### config.mk
export PLATFORM = sky130hd
export DESIGN_NAME = enc_counter
export DESIGN_NICKNAME = d
export VERILOG_FILES = /design/src/pkg/enc_pkg.sv /design/src/pkg/enc_ch_if.sv /design/src/core/enc_channel.sv /design/src/core/enc_counter.sv
export VERILOG_INCLUDE_DIRS = /design/src /design/src/pkg
export SDC_FILE = /design/constraint.sdc
export NUM_CORES = 1
export LEC_CHECK = 0
export ABC_AREA = 1
export BUFFER_PORTS_ARGS = -buffer_cell sky130_fd_sc_hd__buf_2
export CAP_MARGIN = 10
export CORE_ASPECT_RATIO = 1.4
export CORE_MARGIN = 2
export CORE_UTILIZATION = 35
export CTS_BUF_LIST = sky130_fd_sc_hd__clkbuf_16
export CTS_CLUSTER_SIZE = 10
export DETAILED_ROUTE_END_ITERATION = 8
export PLACE_DENSITY = 0.57
export SYNTH_ARGS = -nofsm -noshare
export SYNTH_HDL_FRONTEND = slang
export SYNTH_SLANG_ARGS = --single-unit
export TNS_END_PERCENT = 30
### constraint.sdc
create_clock -name clk -period 5.4 [get_ports clk]
set_input_delay 0.27 -clock clk [delete_from_list [all_inputs] [get_ports clk]]
set_output_delay 0.27 -clock clk [all_outputs]
set_load 0.02 [all_outputs]
### src/pkg/enc_params.svh
// Constants of the incremental encoder counter: sizes, levels, timing
`ifndef ENC_PARAMS_SVH
`define ENC_PARAMS_SVH

`define ENC_NUM_CH 4
`define ENC_NUM_TRACKS 8
`define ENC_LEVEL_W 16
`define ENC_CNT_W 32

// Track positions inside a channel pair
`define ENC_TRACK_FIRST 0
`define ENC_TRACK_SECOND 1

// Comparator levels in millivolts
`define ENC_THRESH_MV 16'h05DC
`define ENC_HYST_MV 16'h01F4

// Index comparator idles high while the input floats
`define ENC_INDEX_IDLE 1'b1

// Timing clock and system clock rates, in hertz
`define ENC_SYS_CLK_HZ 25000000
`define ENC_TIMING_CLK_HZ 256000000
// Whole and fractional timing ticks per system clock cycle
`define ENC_TICK_INT (`ENC_TIMING_CLK_HZ / `ENC_SYS_CLK_HZ)
`define ENC_TICK_REM (`ENC_TIMING_CLK_HZ % `ENC_SYS_CLK_HZ)

`endif

### src/pkg/enc_pkg.sv
// Types of the incremental encoder counter
package enc_pkg;
`include "enc_params.svh"

   typedef enum logic [2:0] {
      ENC_MODE_EVENT = 3'h1,
      ENC_MODE_TIME = 3'h2,
      ENC_MODE_QUAD = 3'h4
   } enc_mode_t;

   typedef enum logic [2:0] {
      ENC_GATE_IDLE = 3'h1,
      ENC_GATE_WAIT = 3'h2,
      ENC_GATE_RUN = 3'h4
   } enc_gate_t;

   typedef struct packed {
      logic [`ENC_CNT_W-1:0] count;
      logic [`ENC_CNT_W-1:0] period;
      logic [`ENC_CNT_W-1:0] stamp;
      logic stampValid;
      logic periodValid;
      logic dir;
      logic [1:0] prevTracks;
   } enc_chan_state_t;

   typedef struct packed {
      enc_gate_t gate;
      logic runPrev;
      logic [`ENC_NUM_TRACKS-1:0] compLevel;
      logic [`ENC_NUM_TRACKS-1:0] sync1;
      logic [`ENC_NUM_TRACKS-1:0] sync2;
      logic idxComp;
      logic idxSync1;
      logic idxSync2;
      logic idxPrev;
      logic [`ENC_CNT_W-1:0] timer;
      logic [`ENC_CNT_W-1:0] frac;
   } enc_top_state_t;
endpackage

### src/pkg/enc_ch_if.sv
// Link between the counter top and one counting channel
`timescale 1ns/1ps
`include "enc_params.svh"
interface enc_ch_if;
   import enc_pkg::*;
   logic trackFirst;
   logic trackSecond;
   logic countEn;
   logic clear;
   enc_mode_t mode;
   logic [`ENC_CNT_W-1:0] timeNow;
   logic [`ENC_CNT_W-1:0] count;
   logic [`ENC_CNT_W-1:0] period;
   logic periodValid;
   logic dir;

   modport top (
      output trackFirst, trackSecond, countEn, clear, mode, timeNow,
      input count, period, periodValid, dir
   );
   modport chan (
      input trackFirst, trackSecond, countEn, clear, mode, timeNow,
      output count, period, periodValid, dir
   );
endinterface

### src/core/enc_channel.sv
// One counting channel: pulse count, period timing, quadrature direction
`timescale 1ns/1ps
`include "enc_params.svh"
module enc_channel
   import enc_pkg::*;
(
   input logic clk,
   input logic sys_rst,
   enc_ch_if.chan bus
);
   enc_chan_state_t q;
   enc_chan_state_t d;
   logic firstRise;
   logic firstChg;
   logic secondChg;
   logic up;

   always_comb begin
      d = q;
      firstRise = bus.trackFirst & ~q.prevTracks[1];
      firstChg = bus.trackFirst ^ q.prevTracks[1];
      secondChg = bus.trackSecond ^ q.prevTracks[0];
      // A high with B low on an edge of A means forward motion
      up = bus.trackFirst ^ bus.trackSecond;
      // Tracked even while held, so enabling never fakes an edge
      d.prevTracks = {bus.trackFirst, bus.trackSecond};
      if (bus.clear) begin
         d.count = '0;
         d.period = '0;
         d.stamp = '0;
         d.stampValid = 1'b0;
         d.periodValid = 1'b0;
         d.dir = 1'b0;
      end else if (bus.countEn) begin
         if (firstRise) begin
            if (q.stampValid) begin
               d.period = bus.timeNow - q.stamp;
               d.periodValid = 1'b1;
            end
            d.stamp = bus.timeNow;
            d.stampValid = 1'b1;
         end
         unique case (bus.mode)
            ENC_MODE_EVENT, ENC_MODE_TIME: begin
               d.dir = 1'b0;
               if (firstRise) begin
                  d.count = q.count + `ENC_CNT_W'(1);
               end
            end
            ENC_MODE_QUAD: begin
               // Both tracks moving at once carries no direction
               if (firstChg && !secondChg) begin
                  d.dir = up;
                  d.count = up ? q.count + `ENC_CNT_W'(1) : q.count - `ENC_CNT_W'(1);
               end
            end
            default: d = q;
         endcase
      end
   end

   always_ff @(posedge clk) begin
      if (sys_rst) begin
         q <= '0;
      end else begin
         q <= d;
      end
   end

   assign bus.count = q.count;
   assign bus.period = q.period;
   assign bus.periodValid = q.periodValid;
   assign bus.dir = q.dir;

   property p_hold_inactive;
      @(posedge clk) disable iff (sys_rst)
      !bus.countEn && !bus.clear |=> $stable(q.count);
   endproperty
   a_hold_inactive: assert property (p_hold_inactive) else $error("count moved while held");

   property p_quad_both;
      @(posedge clk) disable iff (sys_rst)
      bus.countEn && !bus.clear && bus.mode == ENC_MODE_QUAD && firstChg && secondChg
      |=> $stable(q.count);
   endproperty
   a_quad_both: assert property (p_quad_both) else $error("double change was counted");

   property p_quad_step;
      @(posedge clk) disable iff (sys_rst)
      bus.countEn && !bus.clear && bus.mode == ENC_MODE_QUAD && firstChg && !secondChg
      |=> q.count == ($past(up) ? $past(q.count) + 1 : $past(q.count) - 1);
   endproperty
   a_quad_step: assert property (p_quad_step) else $error("quadrature step wrong");

   property p_single_track;
      @(posedge clk) disable iff (sys_rst)
      bus.countEn && !bus.clear && bus.mode != ENC_MODE_QUAD && !firstChg
      |=> $stable(q.count) && !q.dir;
   endproperty
   a_single_track: assert property (p_single_track) else $error("second track counted");

   property p_period;
      @(posedge clk) disable iff (sys_rst)
      bus.countEn && !bus.clear && firstRise && q.stampValid
      |=> q.period == $past(bus.timeNow) - $past(q.stamp) && q.periodValid;
   endproperty
   a_period: assert property (p_period) else $error("period not captured");

   c_quad_down: cover property (@(posedge clk) disable iff (sys_rst)
      bus.mode == ENC_MODE_QUAD ##1 $past(q.count) - 1 == q.count);
   c_period: cover property (@(posedge clk) disable iff (sys_rst) $rose(q.periodValid));
endmodule // enc_channel

### src/core/enc_counter.sv
// Four-channel incremental encoder counter with shared index gating
`timescale 1ns/1ps
`include "enc_params.svh"
module enc_counter
   import enc_pkg::*;
#(
   parameter int NUM_CH = `ENC_NUM_CH,
   parameter bit FIXED_LEVELS = 1'b1
) (
   input logic clk,
   input logic sys_rst,
   input logic signed [2*NUM_CH-1:0][`ENC_LEVEL_W-1:0] trackLevel,
   input logic signed [`ENC_LEVEL_W-1:0] indexLevel,
   input logic signed [`ENC_LEVEL_W-1:0] thresholdMv,
   input logic [`ENC_LEVEL_W-1:0] hysteresis_width,
   input enc_mode_t [NUM_CH-1:0] chanMode,
   input logic noIndexMode,
   input logic measRun,
   output logic [NUM_CH-1:0][`ENC_CNT_W-1:0] chanCount,
   output logic [NUM_CH-1:0][`ENC_CNT_W-1:0] chanPeriod,
   output logic [NUM_CH-1:0] chanPeriodValid,
   output logic [NUM_CH-1:0] chanDir,
   output logic [2*NUM_CH-1:0] trackState,
   output logic indexState,
   output logic countersActive
);
   localparam int NT = 2 * NUM_CH;

   localparam enc_top_state_t TOP_RST = '{
      gate: ENC_GATE_IDLE,
      runPrev: 1'b0,
      compLevel: '0,
      sync1: '0,
      sync2: '0,
      idxComp: `ENC_INDEX_IDLE,
      idxSync1: `ENC_INDEX_IDLE,
      idxSync2: `ENC_INDEX_IDLE,
      idxPrev: `ENC_INDEX_IDLE,
      timer: '0,
      frac: '0
   };

   enc_top_state_t q;
   enc_top_state_t d;
   logic signed [`ENC_LEVEL_W:0] hiLevel;
   logic signed [`ENC_LEVEL_W:0] loLevel;
   logic signed [`ENC_LEVEL_W-1:0] thrEff;
   logic [`ENC_LEVEL_W-1:0] hystEff;
   logic [`ENC_CNT_W-1:0] fracSum;
   logic runRise;
   logic idxRise;

   // Hysteresis comparator; above hi sets, below lo clears, else holds
   function automatic logic hyst_compare(
      input logic prev,
      input logic signed [`ENC_LEVEL_W-1:0] lvl,
      input logic signed [`ENC_LEVEL_W:0] hi,
      input logic signed [`ENC_LEVEL_W:0] lo
   );
      logic signed [`ENC_LEVEL_W:0] wide;
      wide = {lvl[`ENC_LEVEL_W-1], lvl};
      if (prev) begin
         hyst_compare = !(wide < lo);
      end else begin
         hyst_compare = wide > hi;
      end
   endfunction

   // Fixed levels stand until adjustable thresholds are fitted
   assign thrEff = FIXED_LEVELS ? `ENC_THRESH_MV : thresholdMv;
   assign hystEff = FIXED_LEVELS ? `ENC_HYST_MV : hysteresis_width;
   assign hiLevel = {thrEff[`ENC_LEVEL_W-1], thrEff}
      + $signed({2'b00, hystEff[`ENC_LEVEL_W-1:1]});
   assign loLevel = {thrEff[`ENC_LEVEL_W-1], thrEff}
      - $signed({2'b00, hystEff[`ENC_LEVEL_W-1:1]});

   assign runRise = measRun & ~q.runPrev;
   assign idxRise = q.idxSync2 & ~q.idxPrev;

   always_comb begin
      d = q;
      d.runPrev = measRun;
      for (int t = 0; t < NT; t++) begin
         d.compLevel[t] = hyst_compare(q.compLevel[t], trackLevel[t], hiLevel, loLevel);
      end
      // Index shares the comparator levels of channel one
      d.idxComp = hyst_compare(q.idxComp, indexLevel, hiLevel, loLevel);
      d.sync1 = q.compLevel;
      d.sync2 = q.sync1;
      d.idxSync1 = q.idxComp;
      d.idxSync2 = q.idxSync1;
      d.idxPrev = q.idxSync2;

      // 10.24 timing ticks per cycle: carry the fraction so long
      // periods keep the exact 256 MHz scale
      fracSum = q.frac + `ENC_CNT_W'(`ENC_TICK_REM);
      if (fracSum >= `ENC_CNT_W'(`ENC_SYS_CLK_HZ)) begin
         d.frac = fracSum - `ENC_CNT_W'(`ENC_SYS_CLK_HZ);
         d.timer = q.timer + `ENC_CNT_W'(`ENC_TICK_INT) + `ENC_CNT_W'(1);
      end else begin
         d.frac = fracSum;
         d.timer = q.timer + `ENC_CNT_W'(`ENC_TICK_INT);
      end

      // No trigger input here: gating hangs on start and index alone
      unique case (q.gate)
         ENC_GATE_IDLE: begin
            if (runRise) begin
               // A fresh index edge is required on every run unless noIndexMode is set
               d.gate = noIndexMode ? ENC_GATE_RUN : ENC_GATE_WAIT;
            end
         end
         ENC_GATE_WAIT: begin
            if (!measRun) begin
               d.gate = ENC_GATE_IDLE;
            end else if (noIndexMode || idxRise) begin
               d.gate = ENC_GATE_RUN;
            end
         end
         ENC_GATE_RUN: begin
            if (!measRun) begin
               d.gate = ENC_GATE_IDLE;
            end
         end
         default: d.gate = ENC_GATE_IDLE;
      endcase
   end

   always_ff @(posedge clk) begin
      if (sys_rst) begin
         q <= TOP_RST;
      end else begin
         q <= d;
      end
   end

   assign countersActive = (q.gate == ENC_GATE_RUN);
   assign trackState = q.sync2;
   assign indexState = q.idxSync2;

   genvar c;
   generate
      for (c = 0; c < NUM_CH; c++) begin : g_chan
         enc_ch_if chIf ();
         assign chIf.trackFirst = q.sync2[2*c + `ENC_TRACK_FIRST];
         assign chIf.trackSecond = q.sync2[2*c + `ENC_TRACK_SECOND];
         assign chIf.countEn = countersActive;
         assign chIf.clear = runRise;
         assign chIf.mode = chanMode[c];
         assign chIf.timeNow = q.timer;
         assign chanCount[c] = chIf.count;
         assign chanPeriod[c] = chIf.period;
         assign chanPeriodValid[c] = chIf.periodValid;
         assign chanDir[c] = chIf.dir;

         enc_channel u_chan (
            .clk(clk),
            .sys_rst(sys_rst),
            .bus(chIf.chan)
         );
      end
   endgenerate

   property p_wait_index;
      @(posedge clk) disable iff (sys_rst)
      q.gate == ENC_GATE_WAIT && measRun && !noIndexMode && !idxRise
      |=> q.gate == ENC_GATE_WAIT && !countersActive;
   endproperty
   a_wait_index: assert property (p_wait_index) else $error("counters left wait early");

   property p_index_start;
      @(posedge clk) disable iff (sys_rst)
      q.gate == ENC_GATE_WAIT && measRun && idxRise |=> countersActive;
   endproperty
   a_index_start: assert property (p_index_start) else $error("index edge did not start");

   property p_start_rearm;
      @(posedge clk) disable iff (sys_rst)
      runRise && !noIndexMode |=> q.gate == ENC_GATE_WAIT;
   endproperty
   a_start_rearm: assert property (p_start_rearm) else $error("start did not rearm index");

   property p_no_index;
      @(posedge clk) disable iff (sys_rst)
      runRise && noIndexMode |=> countersActive;
   endproperty
   a_no_index: assert property (p_no_index) else $error("no-index start failed");

   property p_rise_hyst;
      @(posedge clk) disable iff (sys_rst)
      !q.compLevel[0] && $signed({trackLevel[0][`ENC_LEVEL_W-1], trackLevel[0]}) > hiLevel
      |=> q.compLevel[0] ##2 trackState[0];
   endproperty
   a_rise_hyst: assert property (p_rise_hyst) else $error("comparator missed high level");

   property p_hold_band;
      @(posedge clk) disable iff (sys_rst)
      q.compLevel[0] && $signed({trackLevel[0][`ENC_LEVEL_W-1], trackLevel[0]}) >= loLevel
      |=> q.compLevel[0];
   endproperty
   a_hold_band: assert property (p_hold_band) else $error("comparator dropped inside band");

   property p_fixed_edge;
      @(posedge clk) disable iff (sys_rst)
      FIXED_LEVELS && !q.compLevel[0]
      && trackLevel[0] == `ENC_THRESH_MV + (`ENC_HYST_MV >> 1)
      |=> !q.compLevel[0];
   endproperty
   a_fixed_edge: assert property (p_fixed_edge) else $error("switched at the high level");

   property p_sync_lag;
      @(posedge clk) disable iff (sys_rst)
      $rose(q.compLevel[1]) ##1 !$past(sys_rst) |=> trackState[1];
   endproperty
   a_sync_lag: assert property (p_sync_lag) else $error("synchroniser lag wrong");

   property p_timer_step;
      @(posedge clk) disable iff (sys_rst)
      !$past(sys_rst) |-> (q.timer - $past(q.timer) == 10) || (q.timer - $past(q.timer) == 11);
   endproperty
   a_timer_step: assert property (p_timer_step) else $error("timer step wrong");

   property p_index_idle;
      @(posedge clk) disable iff (sys_rst)
      q.idxComp && $signed({indexLevel[`ENC_LEVEL_W-1], indexLevel}) >= loLevel
      |=> q.idxComp;
   endproperty
   a_index_idle: assert property (p_index_idle) else $error("idle index fell");

   c_index_run: cover property (@(posedge clk) disable iff (sys_rst)
      q.gate == ENC_GATE_WAIT ##1 q.gate == ENC_GATE_RUN);
   c_noindex_run: cover property (@(posedge clk) disable iff (sys_rst)
      runRise && noIndexMode);
   c_stop: cover property (@(posedge clk) disable iff (sys_rst)
      q.gate == ENC_GATE_RUN ##1 q.gate == ENC_GATE_IDLE);
endmodule // enc_counter

==> impl_results.html, run 1 <==
<table>
<tr><th>Metric</th><th>Value</th></tr>
<tr><th colspan="2">Status</th></tr>
<tr><td>Status</td><td>finished clean</td></tr>
<tr><th colspan="2">GRT</th></tr>
<tr><td>Antenna violations before repair</td><td>4</td></tr>
<tr><td>Overall track demand over capacity in global routing</td><td>0.226</td></tr>
<tr><td>Via count of the first global-routing pass</td><td>35.9k</td></tr>
<tr><td>Layer carrying the most global-route usage</td><td>met2</td></tr>
<tr><td>Met1 Track Usage GR</td><td>0.274</td></tr>
<tr><td>Largest net degree at the start of global routing</td><td>217</td></tr>
<tr><td>Aggregate global routing overflow</td><td>0</td></tr>
<tr><td>First-pass GRT wire length</td><td>198000 um</td></tr>
<tr><td>GR Util met2</td><td>0.410</td></tr>
<tr><td>Met3 usage</td><td>0.0246</td></tr>
<tr><th colspan="2">Placement</th></tr>
<tr><td>Total of buffers placed on input and output ports</td><td>433</td></tr>
<tr><td>Worst-case setup slack after placement</td><td>1.88 ns</td></tr>
<tr><td>Total cell area at the placement stage</td><td>0.0386 mm2</td></tr>
<tr><td>Final GP Congestion</td><td>0.948</td></tr>
<tr><td>Detailed-placement wirelength estimate</td><td>96000 um</td></tr>
<tr><th colspan="2">Synthesis</th></tr>
<tr><td>Share of synthesized flip-flops with an asynchronous set or reset</td><td>0</td></tr>
<tr><td>Post-Syn Area</td><td>0.0373 mm2</td></tr>
<tr><td>Distinct cell type count of the synthesized netlist</td><td>56</td></tr>
<tr><td>Synthesis-stage register bit count</td><td>494</td></tr>
<tr><td>Leading cell types by count after synthesis</td><td>sky130_fd_sc_hd__nand2_1 (1142), sky130_fd_sc_hd__inv_1 (767), sky130_fd_sc_hd__nor2_1 (634)</td></tr>
<tr><td>Post-synthesis sequential area ratio</td><td>0.265</td></tr>
<tr><td>Cell type contributing the most total cell area after synthesis</td><td>sky130_fd_sc_hd__dfxtp_1</td></tr>
<tr><td>Number of instances in the synthesized netlist</td><td>5887</td></tr>
<tr><td>Yosys warns</td><td>0</td></tr>
<tr><td>Most frequently used cell type in the post-synthesis netlist</td><td>sky130_fd_sc_hd__nand2_1</td></tr>
<tr><td>Main synth FF type</td><td>sky130_fd_sc_hd__dfxtp_1</td></tr>
<tr><td>Synth Net Count</td><td>6227</td></tr>
<tr><td>Ranking of synthesized cells by area</td><td>sky130_fd_sc_hd__dfxtp_1 (27%), sky130_fd_sc_hd__nand2_1 (12%), sky130_fd_sc_hd__inv_1 (7.7%)</td></tr>
<tr><td>Post-Syn Area per Cell</td><td>6.33 um2</td></tr>
<tr><td>Share of the synthesized area in the top cell type</td><td>0.265</td></tr>
<tr><td>Number of enable flip-flop cells after synthesis</td><td>0</td></tr>
<tr><th colspan="2">Floorplan</th></tr>
<tr><td>Chip Height</td><td>390 um</td></tr>
<tr><td>I/O pin count</td><td>466</td></tr>
<tr><td>Die width</td><td>280 um</td></tr>
<tr><td>Area of the placeable core</td><td>0.105 mm2</td></tr>
<tr><td>Site Rows</td><td>141</td></tr>
<tr><td>Effective utilization at floorplan</td><td>0.353</td></tr>
<tr><td>Die Footprint</td><td>0.109 mm2</td></tr>
<tr><th colspan="2">Routing</th></tr>
<tr><td>DRC violation total after the first TritonRoute iteration</td><td>2475</td></tr>
<tr><td>Post-detailed-route count of antenna-violating nets</td><td>0</td></tr>
<tr><td>Count of vias placed by the detailed router</td><td>38.1k</td></tr>
<tr><td>Remaining routing DRC violations</td><td>0</td></tr>
<tr><td>Via-to-Cell Ratio</td><td>5.18</td></tr>
<tr><td>WL/cell</td><td>17.4 um</td></tr>
<tr><td>Post-Route WL</td><td>128000 um</td></tr>
<tr><td>DR pass1 iterations</td><td>6</td></tr>
<tr><th colspan="2">Layout</th></tr>
<tr><td># nets final</td><td>6304</td></tr>
<tr><td>Final design utilization</td><td>0.384</td></tr>
<tr><td>Synth-to-layout area growth</td><td>8.79%</td></tr>
<tr><td>Final design area excluding fillers</td><td>0.0405 mm2</td></tr>
<tr><td>Number of fill cells in the layout</td><td>11.5k</td></tr>
<tr><td>Share of final-layout standard cells stronger than drive strength 1</td><td>0.108</td></tr>
<tr><th colspan="2">CTS</th></tr>
<tr><td>TritonCTS clock tree</td><td>done</td></tr>
<tr><td>H-tree levels</td><td>2</td></tr>
<tr><td>Sinks on Clock Net</td><td>494</td></tr>
<tr><td>Clock Tree Buf Depth</td><td>3</td></tr>
<tr><td>CTS buffer count</td><td>60</td></tr>
<tr><td>Total of cells resized after clock tree synthesis</td><td>0</td></tr>
<tr><td>Clock latency of the later-clocked register in the worst-skew pair</td><td>0.65 ns</td></tr>
<tr><td>Setup Fix Bufs, Post-CTS</td><td>0</td></tr>
<tr><td>Cell at the root of the clock tree</td><td>sky130_fd_sc_hd__clkbuf_16</td></tr>
<tr><td>Clock slew at the register clock pins of the worst setup and hold paths</td><td>0.06 ns</td></tr>
<tr><td>Number of hold buffers added after cts</td><td>25</td></tr>
<tr><th colspan="2">Power and ir drop</th></tr>
<tr><td>Leakage component of the power</td><td>19.5 nW</td></tr>
<tr><td>IR drop worst, VDD</td><td>0.284 mV</td></tr>
<tr><td>PwrDens</td><td>306 mW/mm2</td></tr>
<tr><th colspan="2">Timing</th></tr>
<tr><td>Fin crit period</td><td>3.53 ns</td></tr>
<tr><td>Setup violations, final</td><td>0</td></tr>
<tr><td>Slew at the pin closest to its max-slew limit</td><td>1.07 ns</td></tr>
<tr><td>Headroom to the max-slew limit</td><td>0.284</td></tr>
<tr><td>Final hold violation count</td><td>0</td></tr>
<tr><td>Final number of max-transition violations</td><td>0</td></tr>
<tr><td>Fraction of the cycle the final worst path needs</td><td>0.654</td></tr>
<tr><td>FMAX</td><td>283 MHz</td></tr>
<tr><td>Unrepaired setup endpoints after global routing</td><td>no</td></tr>
<tr><td>Setup clock skew after layout</td><td>0.0169 ns</td></tr>
<tr><td>Fin worst setup slack</td><td>1.87 ns</td></tr>
<tr><td>Post-route setup TNS</td><td>0 ns</td></tr>
<tr><th colspan="2">Hold path</th></tr>
<tr><td>Class of the most critical hold timing path</td><td>input port to flop</td></tr>
<tr><th colspan="2">Critical path</th></tr>
<tr><td>Arrival time reported for the critical path endpoint</td><td>4.08 ns</td></tr>
<tr><td>Critical path class</td><td>flop to flop</td></tr>
<tr><td>Crit path required time</td><td>5.95 ns</td></tr>
<tr><td>CP Launch Type</td><td>flop</td></tr>
<tr><td>Worst Setup End Kind</td><td>flop</td></tr>
<tr><td>Maximum fanout along the worst path</td><td>7</td></tr>
<tr><th colspan="2">Run</th></tr>
<tr><td>Max-Cap Viols</td><td>0</td></tr>
</table>
-- stage by stage --
step           std cells  hold WS (ns)  power [mW]
2_1_floorplan       5887         0.388        7.43
3_3_place_gp        7235         0.389        8.68
3_5_place_dp        7235         0.394        8.72
4_1_cts             7352        0.0256        12.5
5_1_grt             7353        0.0460        13.3
6_report            7353        0.0669        12.4
-- layer usage --
layer / routed length, um / up-vias / share of wire
li1: - / 19396 / -
met1: 54400 / 17508 / 0.43
met2: 63000 / 988 / 0.49
met3: 5610 / 231 / 0.044
met4: 4640 / 2 / 0.036
met5: 16 / - / 0.00013
-- placed cells by master (no fill, tap or decap), drive strengths merged, types with 122 or more instances in the layout --
master / count
nand2: 1160
inv: 791
nor2: 646
a21oi: 525
dfxtp: 494
buf: 466
o21ai: 408
nand3: 377
nand4: 174
ha: 144
xor2: 122
-- logic make-up after synthesis --
| logic type | Yosys count | synth area share |
|---|---|---|
| adders and majority gates | 148 | 0.0505 |
| DFF | 494 | 0.265 |
| and+or+nand+nor | 2582 | 0.301 |
| xor gates and xnor gates | 149 | 0.0352 |
| buffers and inverters | 1255 | 0.156 |
| AOI/OAI and AO/OA | 1259 | 0.192 |
-- cell type report --
type / count / area (um2) / area share
clock buffers: 60 / 1500 / 0.0370
inverters: 779 / 2930 / 0.0722
well taps: 1358 / 1700 / 0.0419
repair buffers: 491 / 2690 / 0.0664
clock inverters: 32 / 195 / 0.00482
multi-input cells: 4138 / 21600 / 0.533
diodes: 1 / 2.50 / 0.0000617
flip-flops and latches: 494 / 9890 / 0.244
-- report_power, final --
part	leakage (nW)	internal, mW	switching (mW)
Clock	0.885	2.03	1.67
Combinational	14.7	1.55	3.17
Sequential	3.99	3.76	0.219
-- critical path, stage by stage, from the launching register on --
cell	delay, ns
sky130_fd_sc_hd__dfxtp_1	0.44
sky130_fd_sc_hd__inv_1	0.28
sky130_fd_sc_hd__ha_1	0.32
sky130_fd_sc_hd__fa_1	0.41
sky130_fd_sc_hd__o21ai_0	0.33
sky130_fd_sc_hd__a21oi_1	0.21
sky130_fd_sc_hd__o21ai_0	0.51
sky130_fd_sc_hd__a21oi_1	0.21
sky130_fd_sc_hd__o21ai_0	0.31
sky130_fd_sc_hd__nand2_1	0.12
sky130_fd_sc_hd__nand3_1	0.08
sky130_fd_sc_hd__nand3_1	0.11
sky130_fd_sc_hd__nand2_1	0.09
sky130_fd_sc_hd__inv_1	0.03
-- sequential cells by signal, summed over array words and instances (netlist names) --
signal	count
g_chan.chIf.timeNow	32
trackState	8
g_chan.u_chan.bus.period	128
indexState	1
g_chan.u_chan.q	140
g_chan.u_chan.bus.periodValid	4
g_chan.u_chan.bus.dir	4
g_chan.u_chan.bus.count	128
q	31
d	18
-- path summary, 6_finish.rpt --
path	from	end	slack, ns	cells past startpoint
max reg2reg	g_chan[0].chIf.timeNow[0]	g_chan[3].u_chan.bus.period[22]	1.87	13
max	g_chan[0].chIf.timeNow[0]	g_chan[3].u_chan.bus.period[22]	1.87	13
min	chanMode[11]	g_chan[3].u_chan.bus.dir	0.07	5
min reg2reg	d[70]	trackState[2]	0.40	2
(Power assumes the default switching activity.)
==> inputs of run 2 (changes only) <==
--- a/config.mk
+++ b/config.mk
@@ -15,7 +15,7 @@
 export CTS_BUF_LIST = sky130_fd_sc_hd__clkbuf_16
 export CTS_CLUSTER_SIZE = 10
 export DETAILED_ROUTE_END_ITERATION = 8
-export PLACE_DENSITY = 0.57
+export PLACE_DENSITY = 0.59
 export SYNTH_ARGS = -nofsm -noshare
 export SYNTH_HDL_FRONTEND = slang
 export SYNTH_SLANG_ARGS = --single-unit
==> constraint.sdc (replaced) <==
create_clock -name clk -period 3.1 [get_ports clk]
set_input_delay 0.155 -clock clk [delete_from_list [all_inputs] [get_ports clk]]
set_output_delay 0.155 -clock clk [all_outputs]
set_load 0.02 [all_outputs]
==> run 2 against run 1 <==
Compared with the run above: critical path type unchanged; design area rose by 2.5%; sequential cell count did not move; first-iteration DRC count fell by 2.9%; clock power rose by 82%; global-route usage rose by 0.36 points; clock-buffer cell count rose by 1.
==> impl_results.html, run 2 (synthesis gave the netlist of run 1 again) <==
<table>
<tr><th>Metric</th><th>Value</th></tr>
<tr><th colspan="2">Routing</th></tr>
<tr><td>Count of vias placed by the detailed router</td><td>38.7k</td></tr>
<tr><td>Remaining routing DRC violations</td><td>0</td></tr>
<tr><td>Via-to-Cell Ratio</td><td>5.19</td></tr>
<tr><td>Post-Route WL</td><td>130000 um</td></tr>
<tr><td>DRC violation total after the first TritonRoute iteration</td><td>2402</td></tr>
<tr><td>WL/cell</td><td>17.4 um</td></tr>
<tr><td>DR pass1 iterations</td><td>6</td></tr>
<tr><td>Post-detailed-route count of antenna-violating nets</td><td>0</td></tr>
<tr><th colspan="2">Critical path</th></tr>
<tr><td>Arrival time reported for the critical path endpoint</td><td>3.41 ns</td></tr>
<tr><td>Critical path class</td><td>flop to flop</td></tr>
<tr><td>Worst Setup End Kind</td><td>flop</td></tr>
<tr><td>Sum of buffers and inverters on the critical path</td><td>2</td></tr>
<tr><td>Ordered list of cells on the worst path</td><td>ha_1 -&gt; a21oi_1 -&gt; inv_1 -&gt; a31oi_1 -&gt; o21ai_0 -&gt; a221oi_1 -&gt; nand2_1 -&gt; nand2_1 -&gt; nand3_1 -&gt; nand2_1 -&gt; inv_1</td></tr>
<tr><td>CP Launch Type</td><td>flop</td></tr>
<tr><td>Maximum fanout along the worst path</td><td>12</td></tr>
<tr><td>Crit path required time</td><td>3.66 ns</td></tr>
<tr><td>Most prevalent standard cell on the critical path</td><td>sky130_fd_sc_hd__nand2_1</td></tr>
<tr><td>Crit path max-delay cell type</td><td>sky130_fd_sc_hd__dfxtp_1</td></tr>
<tr><td>Gate family responsible for the most delay along the worst path</td><td>compound AO/OA/AOI/OAI gates</td></tr>
<tr><td>Critical path's largest stage delay</td><td>0.83 ns</td></tr>
<tr><th colspan="2">GRT</th></tr>
<tr><td>Overall track demand over capacity in global routing</td><td>0.230</td></tr>
<tr><td>Met3 usage</td><td>0.0299</td></tr>
<tr><td>Largest net degree at the start of global routing</td><td>226</td></tr>
<tr><td>GR Util met2</td><td>0.414</td></tr>
<tr><td>Met1 Track Usage GR</td><td>0.271</td></tr>
<tr><td>Aggregate global routing overflow</td><td>0</td></tr>
<tr><td>Via count of the first global-routing pass</td><td>36.9k</td></tr>
<tr><td>Layer carrying the most global-route usage</td><td>met2</td></tr>
<tr><td>First-pass GRT wire length</td><td>201000 um</td></tr>
<tr><td>Antenna violations before repair</td><td>5</td></tr>
<tr><th colspan="2">Power and ir drop</th></tr>
<tr><td>PwrDens</td><td>542 mW/mm2</td></tr>
<tr><td>IR drop worst, VDD</td><td>0.571 mV</td></tr>
<tr><td>Leakage component of the power</td><td>20.1 nW</td></tr>
<tr><th colspan="2">Floorplan</th></tr>
<tr><td>I/O pin count</td><td>466</td></tr>
<tr><td>Die width</td><td>280 um</td></tr>
<tr><td>Effective utilization at floorplan</td><td>0.353</td></tr>
<tr><td>Area of the placeable core</td><td>0.105 mm2</td></tr>
<tr><td>Site Rows</td><td>141</td></tr>
<tr><td>Die Footprint</td><td>0.109 mm2</td></tr>
<tr><td>Chip Height</td><td>390 um</td></tr>
<tr><th colspan="2">Timing</th></tr>
<tr><td>WHS</td><td>0.0511 ns</td></tr>
<tr><td>FMAX</td><td>351 MHz</td></tr>
<tr><td>Headroom to the max-slew limit</td><td>0.283</td></tr>
<tr><td>Post-route setup TNS</td><td>0 ns</td></tr>
<tr><td>Setup violations, final</td><td>0</td></tr>
<tr><td>Fin crit period</td><td>2.85 ns</td></tr>
<tr><td>Fraction of the cycle the final worst path needs</td><td>0.918</td></tr>
<tr><td>Slew at the pin closest to its max-slew limit</td><td>1.08 ns</td></tr>
<tr><td>Unrepaired setup endpoints after global routing</td><td>yes</td></tr>
<tr><td>Final number of max-transition violations</td><td>0</td></tr>
<tr><td>Final hold violation count</td><td>0</td></tr>
<tr><td>Setup clock skew after layout</td><td>0.0599 ns</td></tr>
<tr><th colspan="2">Layout</th></tr>
<tr><td>Commonest cells after routing, fill and taps aside</td><td>sky130_fd_sc_hd__nand2_1 (1142), sky130_fd_sc_hd__inv_1 (783), sky130_fd_sc_hd__nor2_1 (626), sky130_fd_sc_hd__a21oi_1 (525), sky130_fd_sc_hd__dfxtp_1 (493)</td></tr>
<tr><td># nets final</td><td>6396</td></tr>
<tr><td>Synth-to-layout area growth</td><td>11.5%</td></tr>
<tr><td>Number of fill cells in the layout</td><td>11.4k</td></tr>
<tr><td>Share of final-layout standard cells stronger than drive strength 1</td><td>0.121</td></tr>
<tr><td>Leading cell type in the layout, fill and taps excluded</td><td>sky130_fd_sc_hd__nand2_1</td></tr>
<tr><td>Largest register by flop count</td><td>g_chan.u_chan.q</td></tr>
<tr><td>Largest register FFs</td><td>140</td></tr>
<tr><th colspan="2">CTS</th></tr>
<tr><td>Cell at the root of the clock tree</td><td>sky130_fd_sc_hd__clkbuf_16</td></tr>
<tr><td>H-tree levels</td><td>2</td></tr>
<tr><td>Sinks on Clock Net</td><td>494</td></tr>
<tr><td>Clock slew at the register clock pins of the worst setup and hold paths</td><td>0.06 ns</td></tr>
<tr><td>CTS buffer count</td><td>61</td></tr>
<tr><td>TritonCTS clock tree</td><td>done</td></tr>
<tr><td>Clock Tree Buf Depth</td><td>3</td></tr>
<tr><td>Clock latency of the later-clocked register in the worst-skew pair</td><td>0.68 ns</td></tr>
<tr><td>Setup Fix Bufs, Post-CTS</td><td>0</td></tr>
<tr><th colspan="2">Run</th></tr>
<tr><td>Max-Cap Viols</td><td>0</td></tr>
<tr><th colspan="2">Placement</th></tr>
<tr><td>Detailed-placement wirelength estimate</td><td>99500 um</td></tr>
<tr><td>Final GP Congestion</td><td>0.971</td></tr>
<tr><td>Total of buffers placed on input and output ports</td><td>433</td></tr>
<tr><th colspan="2">Hold path</th></tr>
<tr><td>Class of the most critical hold timing path</td><td>input port to flop</td></tr>
<tr><th colspan="2">Status</th></tr>
<tr><td>Status</td><td>finished clean</td></tr>
</table>
run 2: where the power goes:
part           switching [mW]  total [mW]  leakage [nW]  internal [mW]
clock                    2.96        6.72         0.947           3.76
combinational            5.86        8.98          15.2           3.12
sequential              0.242        6.80          3.99           6.55
total                    9.07        22.5          20.1           13.4
run 2: metal layers:
layer / vias to the layer above / wire length (um)
li1: 19559 / -
met1: 17716 / 53700
met2: 1135 / 63800
met3: 285 / 6800
met4: 2 / 5600
met5: - / 13
run 2: through the flow:
stage                     utilization  total power, mW  setup slack [ns]  instance area [um2]  std cells
after floorplan                     -             12.9             0.398                37300       5887
after global placement          0.374             15.7             0.237                39400       7321
after detailed placement        0.374             15.8             0.160                39400       7321
after CTS                       0.394             22.7             0.194                41500       7450
after global routing            0.394             24.0         -0.000379                41500       7452
final                           0.394             22.5             0.253                41500       7453
run 2: final cells by class:
class                   instances  area (um2)  area share
diodes                          3        7.51    0.000181
clock buffers                  61        1530      0.0367
clock inverters                38         274     0.00660
inverters                     779        2930      0.0704
multi-input cells            4138       21600       0.521
flip-flops and latches        494        9890       0.238
well taps                    1358        1700      0.0409
repair buffers                582        3590      0.0864
run 2: repair_timing:
action	4_1_cts	5_1_grt
hold buffers	30	0
endpoints found under the setup margin	0	5
gates resized for setup	0	4
hold endpoints to repair	17	0
run 2: worst register-to-register path: cells and delay by family (launching register included):
family	cells	cell delay, ns
AO/OA/AOI/OAI	4	1.02
adder cells (fa/ha/maj)	1	0.45
buffers and inverters	2	0.10
AND/OR/NAND/NOR	4	0.33
flip-flops	1	0.83
run 2: path summary, 6_finish.rpt:
kind	slack [ns]	cells past startpoint	end	start
worst max-delay path	0.25	11	g_chan[1].u_chan.bus.period[27]	g_chan[0].chIf.timeNow[18]
worst min register to register	0.41	1	indexState	d[65]
worst min-delay path	0.05	6	g_chan[3].u_chan.bus.count[30]	chanMode[9]
worst max register to register	0.25	11	g_chan[1].u_chan.bus.period[27]	g_chan[0].chIf.timeNow[18]
